[config.mk]
export PLATFORM = sky130hd
export DESIGN_NAME = die_irq_enable
export DESIGN_NICKNAME = d
export VERILOG_FILES = /design/src/die_event_cell.v /design/src/die_irq_enable.v
export VERILOG_INCLUDE_DIRS = /design/src
export SDC_FILE = /design/constraint.sdc
export NUM_CORES = 1
export LEC_CHECK = 0
export BUFFER_PORTS_ARGS = -buffer_cell sky130_fd_sc_hd__buf_2
export CORE_ASPECT_RATIO = 1.75
export CORE_MARGIN = 2
export CORE_UTILIZATION = 34
export DETAILED_ROUTE_END_ITERATION = 12
export HOLD_SLACK_MARGIN = 0.06
export SYNTH_ARGS = -nofsm -noshare
export SYNTH_HDL_FRONTEND = slang
export SYNTH_HIERARCHICAL = 1
export SYNTH_SLANG_ARGS = --single-unit
[constraint.sdc]
create_clock -name clk_sys_i -period 1.3 [get_ports clk_sys_i]
set_input_delay 0.26 -clock clk_sys_i [delete_from_list [all_inputs] [get_ports clk_sys_i]]
set_output_delay 0.26 -clock clk_sys_i [all_outputs]
set_load 0.005 [all_outputs]
[src/die_regs.vh]
`ifndef DIE_REGS_VH
`define DIE_REGS_VH

// Register addresses on the serial control port back end
`define DIE_ADDR_W          13
`define DIE_ADDR_EN_FIRST   13'h020
`define DIE_ADDR_EN_SECOND  13'h021
`define DIE_ADDR_ST_FIRST   13'h024
`define DIE_ADDR_ST_SECOND  13'h025

// Reset values
`define DIE_EN_RST          8'h00

// Bits of the second enable register that hold storage (6:5 reserved)
`define DIE_EN_SECOND_MASK  8'h9F

// Bits of each status register served by this block
`define DIE_ST_FIRST_MASK   8'h3B
`define DIE_ST_SECOND_MASK  8'h9F

// Field positions, first enable/status register
`define DIE_BIT_DLYBUF      5
`define DIE_BIT_DATARDY     4
`define DIE_BIT_OVERFLOW    3
`define DIE_BIT_QPRBS       1
`define DIE_BIT_IPRBS       0

// Field positions, second enable/status register
`define DIE_BIT_PWRDET      7
`define DIE_BIT_OSCALIGN    4
`define DIE_BIT_LOCK        3
`define DIE_BIT_ROTATE      2
`define DIE_BIT_WINDOW      1
`define DIE_BIT_TRIP        0

`endif

[src/die_event_cell.v]
`timescale 1ns/1ps
`default_nettype none

// One event: live view while disabled, rising-edge latch while enabled
module die_event_cell (
    // Clock and reset
    input  wire clk_sys_i,
    input  wire resetn_i,
    // Control
    input  wire enable_i,
    input  wire live_i,
    input  wire clear_i,
    // Result
    output wire status_o,
    output wire latched_o
);

    reg live_d_ff;
    reg lat_ff;
    wire rise;
    wire nxt_lat;

    assign rise = live_i & ~live_d_ff;
    // Set wins over a write-one clear in the same cycle; disabling drops
    // the latch so a later enable starts clean
    assign nxt_lat = enable_i & (rise | (lat_ff & ~clear_i));

    // Edge history and latch
    always @(posedge clk_sys_i or negedge resetn_i) begin
        if (!resetn_i) begin
            live_d_ff <= 1'b0;
            lat_ff    <= 1'b0;
        end else begin
            live_d_ff <= live_i;
            lat_ff    <= nxt_lat;
        end
    end

    assign status_o  = enable_i ? lat_ff : live_i;
    assign latched_o = lat_ff;

endmodule // die_event_cell

`default_nettype wire

[src/die_irq_enable.v]
`timescale 1ns/1ps
`default_nettype none
`include "die_regs.vh"

////////////////////////////////////////////////////////////////////////////
// Contract
// - Bit 4 first enable: data-ready event latches, pulls interrupt low.
// - Data-ready disabled: status follows live condition, no interrupt.
// - Bit 3 first enable: any datapath overflow latches, pulls low.
// - Bit 1 first enable: Q PRBS event latches, pulls interrupt low.
// - Bit 0 first enable: I PRBS event latches, pulls interrupt low.
// - Delay-buffer disabled: status shows present buffer state, no interrupt.
// - Bit 7 second enable at 0x021: power-detect error latches, pulls low.
// - Second enable bits 6:5 reserved, read zero, no effect.
// - Bit 4 second enable: oscillator alignment event latches, pulls low.
// - Bit 3 second enable: lock event latches; disabled shows live lock.
// - Bit 2 second enable: rotate event latches; disabled shows live.
// - Bit 1 second enable: out-of-window event latches, pulls low.
// - Bit 0 second enable: trip latches; disabled shows live trip.
module die_irq_enable (
    // Clock and reset
    input  wire        clk_sys_i,
    input  wire        resetn_i,
    // Register port from the serial control interface
    input  wire [12:0] reg_addr_i,
    input  wire [7:0]  reg_wdata_i,
    input  wire        reg_wr_i,
    output wire [7:0]  reg_rdata_o,
    // Live event conditions, same clock
    input  wire        delay_buffer_evt_i,
    input  wire        data_ready_evt_i,
    input  wire        datapath_overflow_evt_i,
    input  wire        q_prbs_evt_i,
    input  wire        i_prbs_evt_i,
    input  wire        power_detect_err_evt_i,
    input  wire        osc_align_evt_i,
    input  wire        link_align_lock_evt_i,
    input  wire        link_align_rotate_evt_i,
    input  wire        link_align_window_evt_i,
    input  wire        link_align_tripped_i,
    // Interrupt to host
    output wire        irq_n_o
);

    // Register map served here; status bits sit where their enables sit
    //   0x020 enable first   5 delay buffer, 4 data ready, 3 overflow,
    //                        1 Q PRBS, 0 I PRBS; 7, 6 and 2 only store
    //   0x021 enable second  7 power detect, 4 oscillator alignment,
    //                        3 lock, 2 rotate, 1 window, 0 trip
    //                        6:5 never store and read zero
    //   0x024 status first   live view or latch, write one clears
    //   0x025 status second  same rules, second byte of events
    // Reads are always on and registered: data lags the address by one
    // edge and there is no read strobe to qualify.
    // A latch needs a fresh rising edge while enabled, so an event that is
    // already high when software enables it stays silent until it recurs.

    reg  [7:0]  en_first_ff;
    reg  [7:0]  en_second_ff;
    reg  [7:0]  rdata_ff;
    reg  [7:0]  nxt_rdata;
    reg         irq_n_ff;
    wire        wr_en1;
    wire        wr_en2;
    wire        wr_st1;
    wire        wr_st2;
    wire [15:0] en_all;
    wire [15:0] live_all;
    wire [15:0] clr_all;
    wire [15:0] status_all;
    wire [15:0] latched_all;
    wire        irq_any;
    reg  [7:0]  en_first_vec;
    reg  [7:0]  en_second_vec;
    reg  [7:0]  live_first;
    reg  [7:0]  live_second;
    wire        delay_buffer_int_en;
    wire        data_ready_int_en;
    wire        datapath_overflow_int_en;
    wire        q_prbs_int_en;
    wire        i_prbs_int_en;
    wire        power_detect_err_int_en;
    wire        osc_align_int_en;
    wire        link_align_lock_int_en;
    wire        link_align_rotate_int_en;
    wire        link_align_window_int_en;
    wire        link_align_trip_int_en;

    ////////////////////////////////////////////////////////////////////////
    // Address decode
    assign wr_en1 = reg_wr_i & (reg_addr_i == `DIE_ADDR_EN_FIRST);
    assign wr_en2 = reg_wr_i & (reg_addr_i == `DIE_ADDR_EN_SECOND);
    assign wr_st1 = reg_wr_i & (reg_addr_i == `DIE_ADDR_ST_FIRST);
    assign wr_st2 = reg_wr_i & (reg_addr_i == `DIE_ADDR_ST_SECOND);

    // Enable registers; reserved bits of the second never store
    always @(posedge clk_sys_i or negedge resetn_i) begin
        if (!resetn_i) begin
            en_first_ff  <= `DIE_EN_RST;
            en_second_ff <= `DIE_EN_RST;
        end else begin
            if (wr_en1) begin
                en_first_ff <= reg_wdata_i;
            end
            if (wr_en2) begin
                en_second_ff <= reg_wdata_i & `DIE_EN_SECOND_MASK;
            end
        end
    end

    ////////////////////////////////////////////////////////////////////////
    // Event vectors, second register in the upper byte
    // Named enable bits; positions we do not serve stay zero below, so
    // their cells can never latch whatever software stores there
    assign delay_buffer_int_en      = en_first_ff[`DIE_BIT_DLYBUF];
    assign data_ready_int_en        = en_first_ff[`DIE_BIT_DATARDY];
    assign datapath_overflow_int_en = en_first_ff[`DIE_BIT_OVERFLOW];
    assign q_prbs_int_en            = en_first_ff[`DIE_BIT_QPRBS];
    assign i_prbs_int_en            = en_first_ff[`DIE_BIT_IPRBS];
    assign power_detect_err_int_en  = en_second_ff[`DIE_BIT_PWRDET];
    assign osc_align_int_en         = en_second_ff[`DIE_BIT_OSCALIGN];
    assign link_align_lock_int_en   = en_second_ff[`DIE_BIT_LOCK];
    assign link_align_rotate_int_en = en_second_ff[`DIE_BIT_ROTATE];
    assign link_align_window_int_en = en_second_ff[`DIE_BIT_WINDOW];
    assign link_align_trip_int_en   = en_second_ff[`DIE_BIT_TRIP];

    // Enables of the first status byte
    always @* begin
        en_first_vec                    = 8'h00;
        en_first_vec[`DIE_BIT_DLYBUF]   = delay_buffer_int_en;
        en_first_vec[`DIE_BIT_DATARDY]  = data_ready_int_en;
        en_first_vec[`DIE_BIT_OVERFLOW] = datapath_overflow_int_en;
        en_first_vec[`DIE_BIT_QPRBS]    = q_prbs_int_en;
        en_first_vec[`DIE_BIT_IPRBS]    = i_prbs_int_en;
    end

    // Enables of the second status byte; reserved 6:5 stay zero
    always @* begin
        en_second_vec                    = 8'h00;
        en_second_vec[`DIE_BIT_PWRDET]   = power_detect_err_int_en;
        en_second_vec[`DIE_BIT_OSCALIGN] = osc_align_int_en;
        en_second_vec[`DIE_BIT_LOCK]     = link_align_lock_int_en;
        en_second_vec[`DIE_BIT_ROTATE]   = link_align_rotate_int_en;
        en_second_vec[`DIE_BIT_WINDOW]   = link_align_window_int_en;
        en_second_vec[`DIE_BIT_TRIP]     = link_align_trip_int_en;
    end

    // Live conditions of the first byte; unused positions read zero
    always @* begin
        live_first                    = 8'h00;
        live_first[`DIE_BIT_DLYBUF]   = delay_buffer_evt_i;
        live_first[`DIE_BIT_DATARDY]  = data_ready_evt_i;
        live_first[`DIE_BIT_OVERFLOW] = datapath_overflow_evt_i;
        live_first[`DIE_BIT_QPRBS]    = q_prbs_evt_i;
        live_first[`DIE_BIT_IPRBS]    = i_prbs_evt_i;
    end

    // Live conditions of the second byte; reserved 6:5 never driven
    always @* begin
        live_second                    = 8'h00;
        live_second[`DIE_BIT_PWRDET]   = power_detect_err_evt_i;
        live_second[`DIE_BIT_OSCALIGN] = osc_align_evt_i;
        live_second[`DIE_BIT_LOCK]     = link_align_lock_evt_i;
        live_second[`DIE_BIT_ROTATE]   = link_align_rotate_evt_i;
        live_second[`DIE_BIT_WINDOW]   = link_align_window_evt_i;
        live_second[`DIE_BIT_TRIP]     = link_align_tripped_i;
    end

    // Sixteen cells, second register in the upper byte
    assign en_all   = {en_second_vec, en_first_vec};
    assign live_all = {live_second, live_first};

    // Write one to a status bit clears its latch
    assign clr_all = {{8{wr_st2}} & reg_wdata_i,
                      {8{wr_st1}} & reg_wdata_i};

    ////////////////////////////////////////////////////////////////////////
    // One cell per status bit; unserved bits have enable and live at zero
    genvar gi;
    generate
        for (gi = 0; gi < 16; gi = gi + 1) begin : g_evt
            die_event_cell u_cell (
                .clk_sys_i (clk_sys_i),
                .resetn_i  (resetn_i),
                .enable_i  (en_all[gi]),
                .live_i    (live_all[gi]),
                .clear_i   (clr_all[gi]),
                .status_o  (status_all[gi]),
                .latched_o (latched_all[gi])
            );
        end
    endgenerate

    ////////////////////////////////////////////////////////////////////////
    // Read mux, registered so the read port comes from a flop
    always @* begin
        case (reg_addr_i)
            `DIE_ADDR_EN_FIRST:  nxt_rdata = en_first_ff;
            `DIE_ADDR_EN_SECOND: nxt_rdata = en_second_ff;
            `DIE_ADDR_ST_FIRST:  nxt_rdata = status_all[7:0];
            `DIE_ADDR_ST_SECOND: nxt_rdata = status_all[15:8];
            default:             nxt_rdata = 8'h00;
        endcase
    end

    // Masking with the enables lets a disable release the pin at the very
    // next edge instead of waiting one more cycle for the latch to drop
    assign irq_any = |(latched_all & en_all);

    // Interrupt: registered; any latch whose enable is still set pulls low
    always @(posedge clk_sys_i or negedge resetn_i) begin
        if (!resetn_i) begin
            rdata_ff <= 8'h00;
            irq_n_ff <= 1'b1;
        end else begin
            rdata_ff <= nxt_rdata;
            irq_n_ff <= ~irq_any;
        end
    end

    assign reg_rdata_o = rdata_ff;
    assign irq_n_o     = irq_n_ff;

endmodule // die_irq_enable

`default_nettype wire

==> results.md <==
Clocking:
- TritonCTS built the clock tree.
- The depth of the CTS H-tree is 2.
- The tree built by TritonCTS fans out to 55 sinks.
- After clock tree synthesis, the clock-pin slew on the worst setup and hold paths is about 0.070 ns.
- In this run the deepest clock path goes through 2 buffers.
- The number of clock buffers added by TritonCTS is 5.
- CTS placed an instance of sky130_fd_sc_hd__clkbuf_16 at the clock tree root.
- For the worst-skew pair, the clock arrives at the later sink with an insertion delay of between 0.2 and 0.3 ns.

Worst hold path:
- The hold path startpoint is data_ready_evt_i.
- The min-delay analysis places its worst path in the category input pin to register.
- For hold timing, the worst endpoint is g_evt[4].u_cell/live_d_ff.
- Along the worst hold path, the cell count comes to 1.

Yosys:
- Yosys printed 6 warnings.
- The count of different cell masters after synthesis is 30.
- For this run, the register share of the synthesized area comes to 0.496.
- The mapped netlist covers 2780 um^2.
- Averaged over all synthesized cells, the footprint is about 13 um^2.
- The post-synthesis sequential element count is 55.
- The number of instances in the synthesized netlist is 209.

Detailed routing:
- The detail route stage leaves a number of antenna-violating nets equal to 0.
- In the final routing, the length of wire on met1 measures 2340 um.
- After the first detailed-routing iteration, the DRC count stood at 96.
- The routed design has 6180 um of wire.
- For this run, design rule violations remaining after detail routing come to 0.
- The routed wirelength normalized by instance count is 15.0 um.
- The first-pass detailed-route iteration total is 4.
- The wire length on met2 is 3560 um.
- The sum of met3 wire segment lengths after detailed routing is 151 um.
- In the routed layout, each cell is associated on average with a via count of approximately 4.7.
- The uppermost metal layer occupied by signal nets is met4.
- Across all layers, the routed design uses 1921 vias.

Placement:
- The worst setup timing slack at the placement stage is -0.275 ns.
- After detailed placement, the design holds a cell count of 400.
- The estimated wirelength of the detail-placed design is 4360 um.
- The cell area after placement is around 3500 um^2.
- The count of buffers added on input and output ports is 43.
- The final weighted congestion in routability-driven placement is between 0.7 and 0.8.

Layout:
- Measured on the finished design, the core utilization comes to 0.498.
- Summing all multi-input logic gate instances after layout gives 1590 um^2.
- The net count of the finished layout is between 300 and 400.
- In the final layout, the share of cells above drive strength 1 is 0.539.
- The area of all placed cells without fillers is 3940 um^2.
- Compared with the post-synthesis result, the final layout area differs by 42.0%.
- The total inserted antenna cells is 0.
- The post-layout instance count excluding filler cells is 413.
- The fill cell total of the finished layout is approximately 710.
- The sequential standard cell area is between 1000 and 1500 um^2.

Die:
- The top-level port count is 44.
- The width of the chip is 72.3 um.
- The die height is 124 um.
- The region available for standard cell placement spans 7910 um^2.
- The starting density of the core is 0.351.
- The total die area is 8930 um^2.
- In this run the core area contains 43 standard-cell rows.

GRT:
- For this run the aggregate overflow at the end of global routing stands at 0.
- The first global-routing pass estimated between 9000 and 10000 um of wire.
- The number of global-route vias before repair was 2072.
- The combined global-route utilization of all metal layers is 0.147.
- Entering global routing, the biggest net connects 26 pins.
- The number of antenna violations at the first check in global routing is 0.

Worst setup path:
- For flop-to-flop paths, the worst setup slack is -0.14 ns.
- The worst flop-to-flop path startpoint is en_second_ff[1].
- In this run the critical register-to-register path is captured at reg_rdata_o[1].
- The type of the setup path with the least slack is register to register.
- The largest fanout on the critical path is 2.
- The critical path startpoint category is a register.
- The critical path starts at en_second_ff[1].
- For the worst flop-to-flop path, the logic depth is 3.
- Data arrives at the worst endpoint at 1.63 ns.
- At the worst endpoint, the required time is ~1.5 ns.
- The critical path endpoint category is a register.

STA:
- The final worst clock skew is between 0.006 and 0.007 ns.
- The count of final max-slew check failures came to 0.
- The final critical-path required period is 1.44 ns.
- Of the available clock period, the critical path in the final layout requires 1.11.
- The post-layout worst setup margin is -0.140 ns.
- Setup repair after global routing could not meet its margin everywhere.
- The highest achievable clock rate is roughly 700 MHz.
- The count of endpoints failing hold in the final timing report is 0.
- The count of final setup violators is 7.
- The worst hold slack across all endpoints is about 0.10 ns.

Run:
- The max-cap violation count is 0.

Power and ir drop:
- The worst-case IR drop observed on VDD is roughly 0.00056 V.
- In this run the power density over the cells is 927 nW/um^2.
- The analysis attributes to cell leakage a power of 0.00185 uW.

Status:
- The final reports fail on setup timing.
- The run finished, with violations left.
worst max path at each step:
| stage | endpoint | slack, ns | depth (start not counted) |
|---|---|---|---|
| final | reg_rdata_o[1] | -0.14 | 3 |
| after global routing | reg_rdata_o[1] | -0.15 | 3 |
| after CTS | reg_rdata_o[1] | -0.14 | 3 |
| after detailed placement | g_evt[10].u_cell/latched_o | -0.28 | 7 |
| after global placement | en_first_ff[0] | -0.26 | 5 |
| after floorplan | reg_rdata_o[1] | -0.09 | 3 |
registers in the layout (all words and copies together) (netlist names):
signal,cells
en_first_ff,8
en_second_ff,6
g_evt.u_cell/latched_o,16
g_evt.u_cell/live_d_ff,16
irq_n_o,1
reg_rdata_o,8
metal layers:
layer,GRT usage,up-vias
met2,0.267,27
li1,-,934
met3,0.0244,9
met4,0.0719,0
met1,0.163,951
met5,0,-
cell usage after synthesis:
cell type / instances / share of area
sky130_fd_sc_hd__nand2_1: 9 / 0.012
sky130_fd_sc_hd__nor2b_1: 6 / 0.014
sky130_fd_sc_hd__nand4_2: 1 / 0.0045
sky130_fd_sc_hd__nand3_1: 3 / 0.0054
sky130_fd_sc_hd__nor3_2: 2 / 0.0072
sky130_fd_sc_hd__and3_1: 1 / 0.0023
sky130_fd_sc_hd__mux2i_1: 2 / 0.0072
sky130_fd_sc_hd__nor3b_1: 1 / 0.0027
sky130_fd_sc_hd__dfrtp_1: 54 / 0.49
sky130_fd_sc_hd__nand2b_1: 32 / 0.072
sky130_fd_sc_hd__dfstp_2: 1 / 0.0095
sky130_fd_sc_hd__o21a_1: 2 / 0.0054
sky130_fd_sc_hd__nor4_4: 2 / 0.015
sky130_fd_sc_hd__a21boi_2: 16 / 0.065
sky130_fd_sc_hd__buf_6: 2 / 0.0081
sky130_fd_sc_hd__conb_1: 1 / 0.0014
sky130_fd_sc_hd__inv_1: 8 / 0.011
sky130_fd_sc_hd__and3b_1: 1 / 0.0032
sky130_fd_sc_hd__nor3_1: 14 / 0.025
sky130_fd_sc_hd__and4_1: 2 / 0.0063
sky130_fd_sc_hd__nor2_1: 2 / 0.0027
sky130_fd_sc_hd__mux2_2: 6 / 0.024
sky130_fd_sc_hd__a222oi_1: 1 / 0.0036
sky130_fd_sc_hd__buf_2: 4 / 0.0072
sky130_fd_sc_hd__nor3b_2: 1 / 0.0045
sky130_fd_sc_hd__mux2_4: 24 / 0.13
sky130_fd_sc_hd__a22o_1: 2 / 0.0063
sky130_fd_sc_hd__a221oi_1: 2 / 0.0063
sky130_fd_sc_hd__buf_4: 1 / 0.0027
sky130_fd_sc_hd__mux4_2: 6 / 0.049
cells by family after synthesis:
| logic type | count (synthesis) | share of synthesized area |
|---|---|---|
| buf+inv | 15 | 0.0288 |
| compound gates | 23 | 0.0865 |
| simple gates | 77 | 0.177 |
| other cells | 1 | 0.00135 |
| flops | 55 | 0.496 |
| mux | 38 | 0.210 |
through the flow:
stage / TNS (ns) / power, uW
6_report: -0.714 / 3650
5_1_grt: -1.34 / 3820
4_1_cts: -0.613 / 3680
3_5_place_dp: -6.90 / 2150
3_3_place_gp: -6.45 / 2150
2_1_floorplan: -1.84 / 1960
final cells by class:
| type | instances | share of cell area |
|---|---|---|
| Inverter | 8 | 0.00762 |
| Multi-Input combinational cell | 163 | 0.403 |
| Sequential cell | 55 | 0.349 |
| Tap cell | 90 | 0.0286 |
| Clock inverter | 1 | 0.00762 |
| Timing Repair Buffer | 89 | 0.170 |
| Clock buffer | 7 | 0.0336 |
layout by cell type, fill, tap and decap left out:
cell,netlist,final
sky130_fd_sc_hd__nand2b_4,0,7
sky130_fd_sc_hd__buf_2,4,40
sky130_fd_sc_hd__nor4_4,2,2
sky130_fd_sc_hd__a222oi_1,1,1
sky130_fd_sc_hd__inv_1,8,8
sky130_fd_sc_hd__nor3_4,0,4
sky130_fd_sc_hd__a21boi_2,16,16
sky130_fd_sc_hd__and4_4,0,1
sky130_fd_sc_hd__a22o_1,2,2
sky130_fd_sc_hd__dfstp_2,1,1
sky130_fd_sc_hd__dlygate4sd3_1,0,1
sky130_fd_sc_hd__nand4_4,0,1
sky130_fd_sc_hd__a221oi_2,0,2
sky130_fd_sc_hd__nor2_1,2,2
sky130_fd_sc_hd__nor3_2,2,8
sky130_fd_sc_hd__clkbuf_16,0,6
sky130_fd_sc_hd__and3b_1,1,1
sky130_fd_sc_hd__and3_1,1,1
sky130_fd_sc_hd__o21a_1,2,2
sky130_fd_sc_hd__nor3_1,14,4
sky130_fd_sc_hd__nand3_1,3,3
sky130_fd_sc_hd__bufinv_16,0,1
sky130_fd_sc_hd__nor2b_4,0,1
sky130_fd_sc_hd__buf_6,2,5
sky130_fd_sc_hd__buf_4,1,37
sky130_fd_sc_hd__mux2_4,24,30
sky130_fd_sc_hd__mux2i_1,2,2
sky130_fd_sc_hd__mux4_2,6,6
sky130_fd_sc_hd__nor3b_1,1,1
sky130_fd_sc_hd__buf_12,0,5
sky130_fd_sc_hd__conb_1,1,25
sky130_fd_sc_hd__nand2_1,9,9
sky130_fd_sc_hd__nor3b_2,1,1
sky130_fd_sc_hd__nor2b_1,6,5
sky130_fd_sc_hd__nand2b_1,32,25
sky130_fd_sc_hd__dfrtp_1,54,54
sky130_fd_sc_hd__and4_1,2,1
sky130_fd_sc_hd__clkbuf_1,0,2
timing repair:
item,CTS,global route
pin swaps,0,7
cloned,0,1
hold buffers,1,0
buffers inserted,2,1
setup endpoints to repair,7,28
endpoints found under the hold margin,10,0
resized for setup,4,34
worst max-delay path: stages, from the launching register on:
cell                      delay (ns)
sky130_fd_sc_hd__dfrtp_1        0.41
sky130_fd_sc_hd__mux2_4         0.32
sky130_fd_sc_hd__mux4_2         0.47
sky130_fd_sc_hd__nor2b_4        0.14
report_power, final:
| group | total, uW | switching, uW | leakage [uW] | internal [uW] |
|---|---|---|---|---|
| sequential | 1760 | 10.8 | 0.000724 | 1750 |
| combinational | 387 | 186 | 0.00105 | 201 |
| clock | 1510 | 597 | 0.0000781 | 912 |
| total | 3650 | 794 | 0.00185 | 2860 |
(Power assumes the default switching activity.)
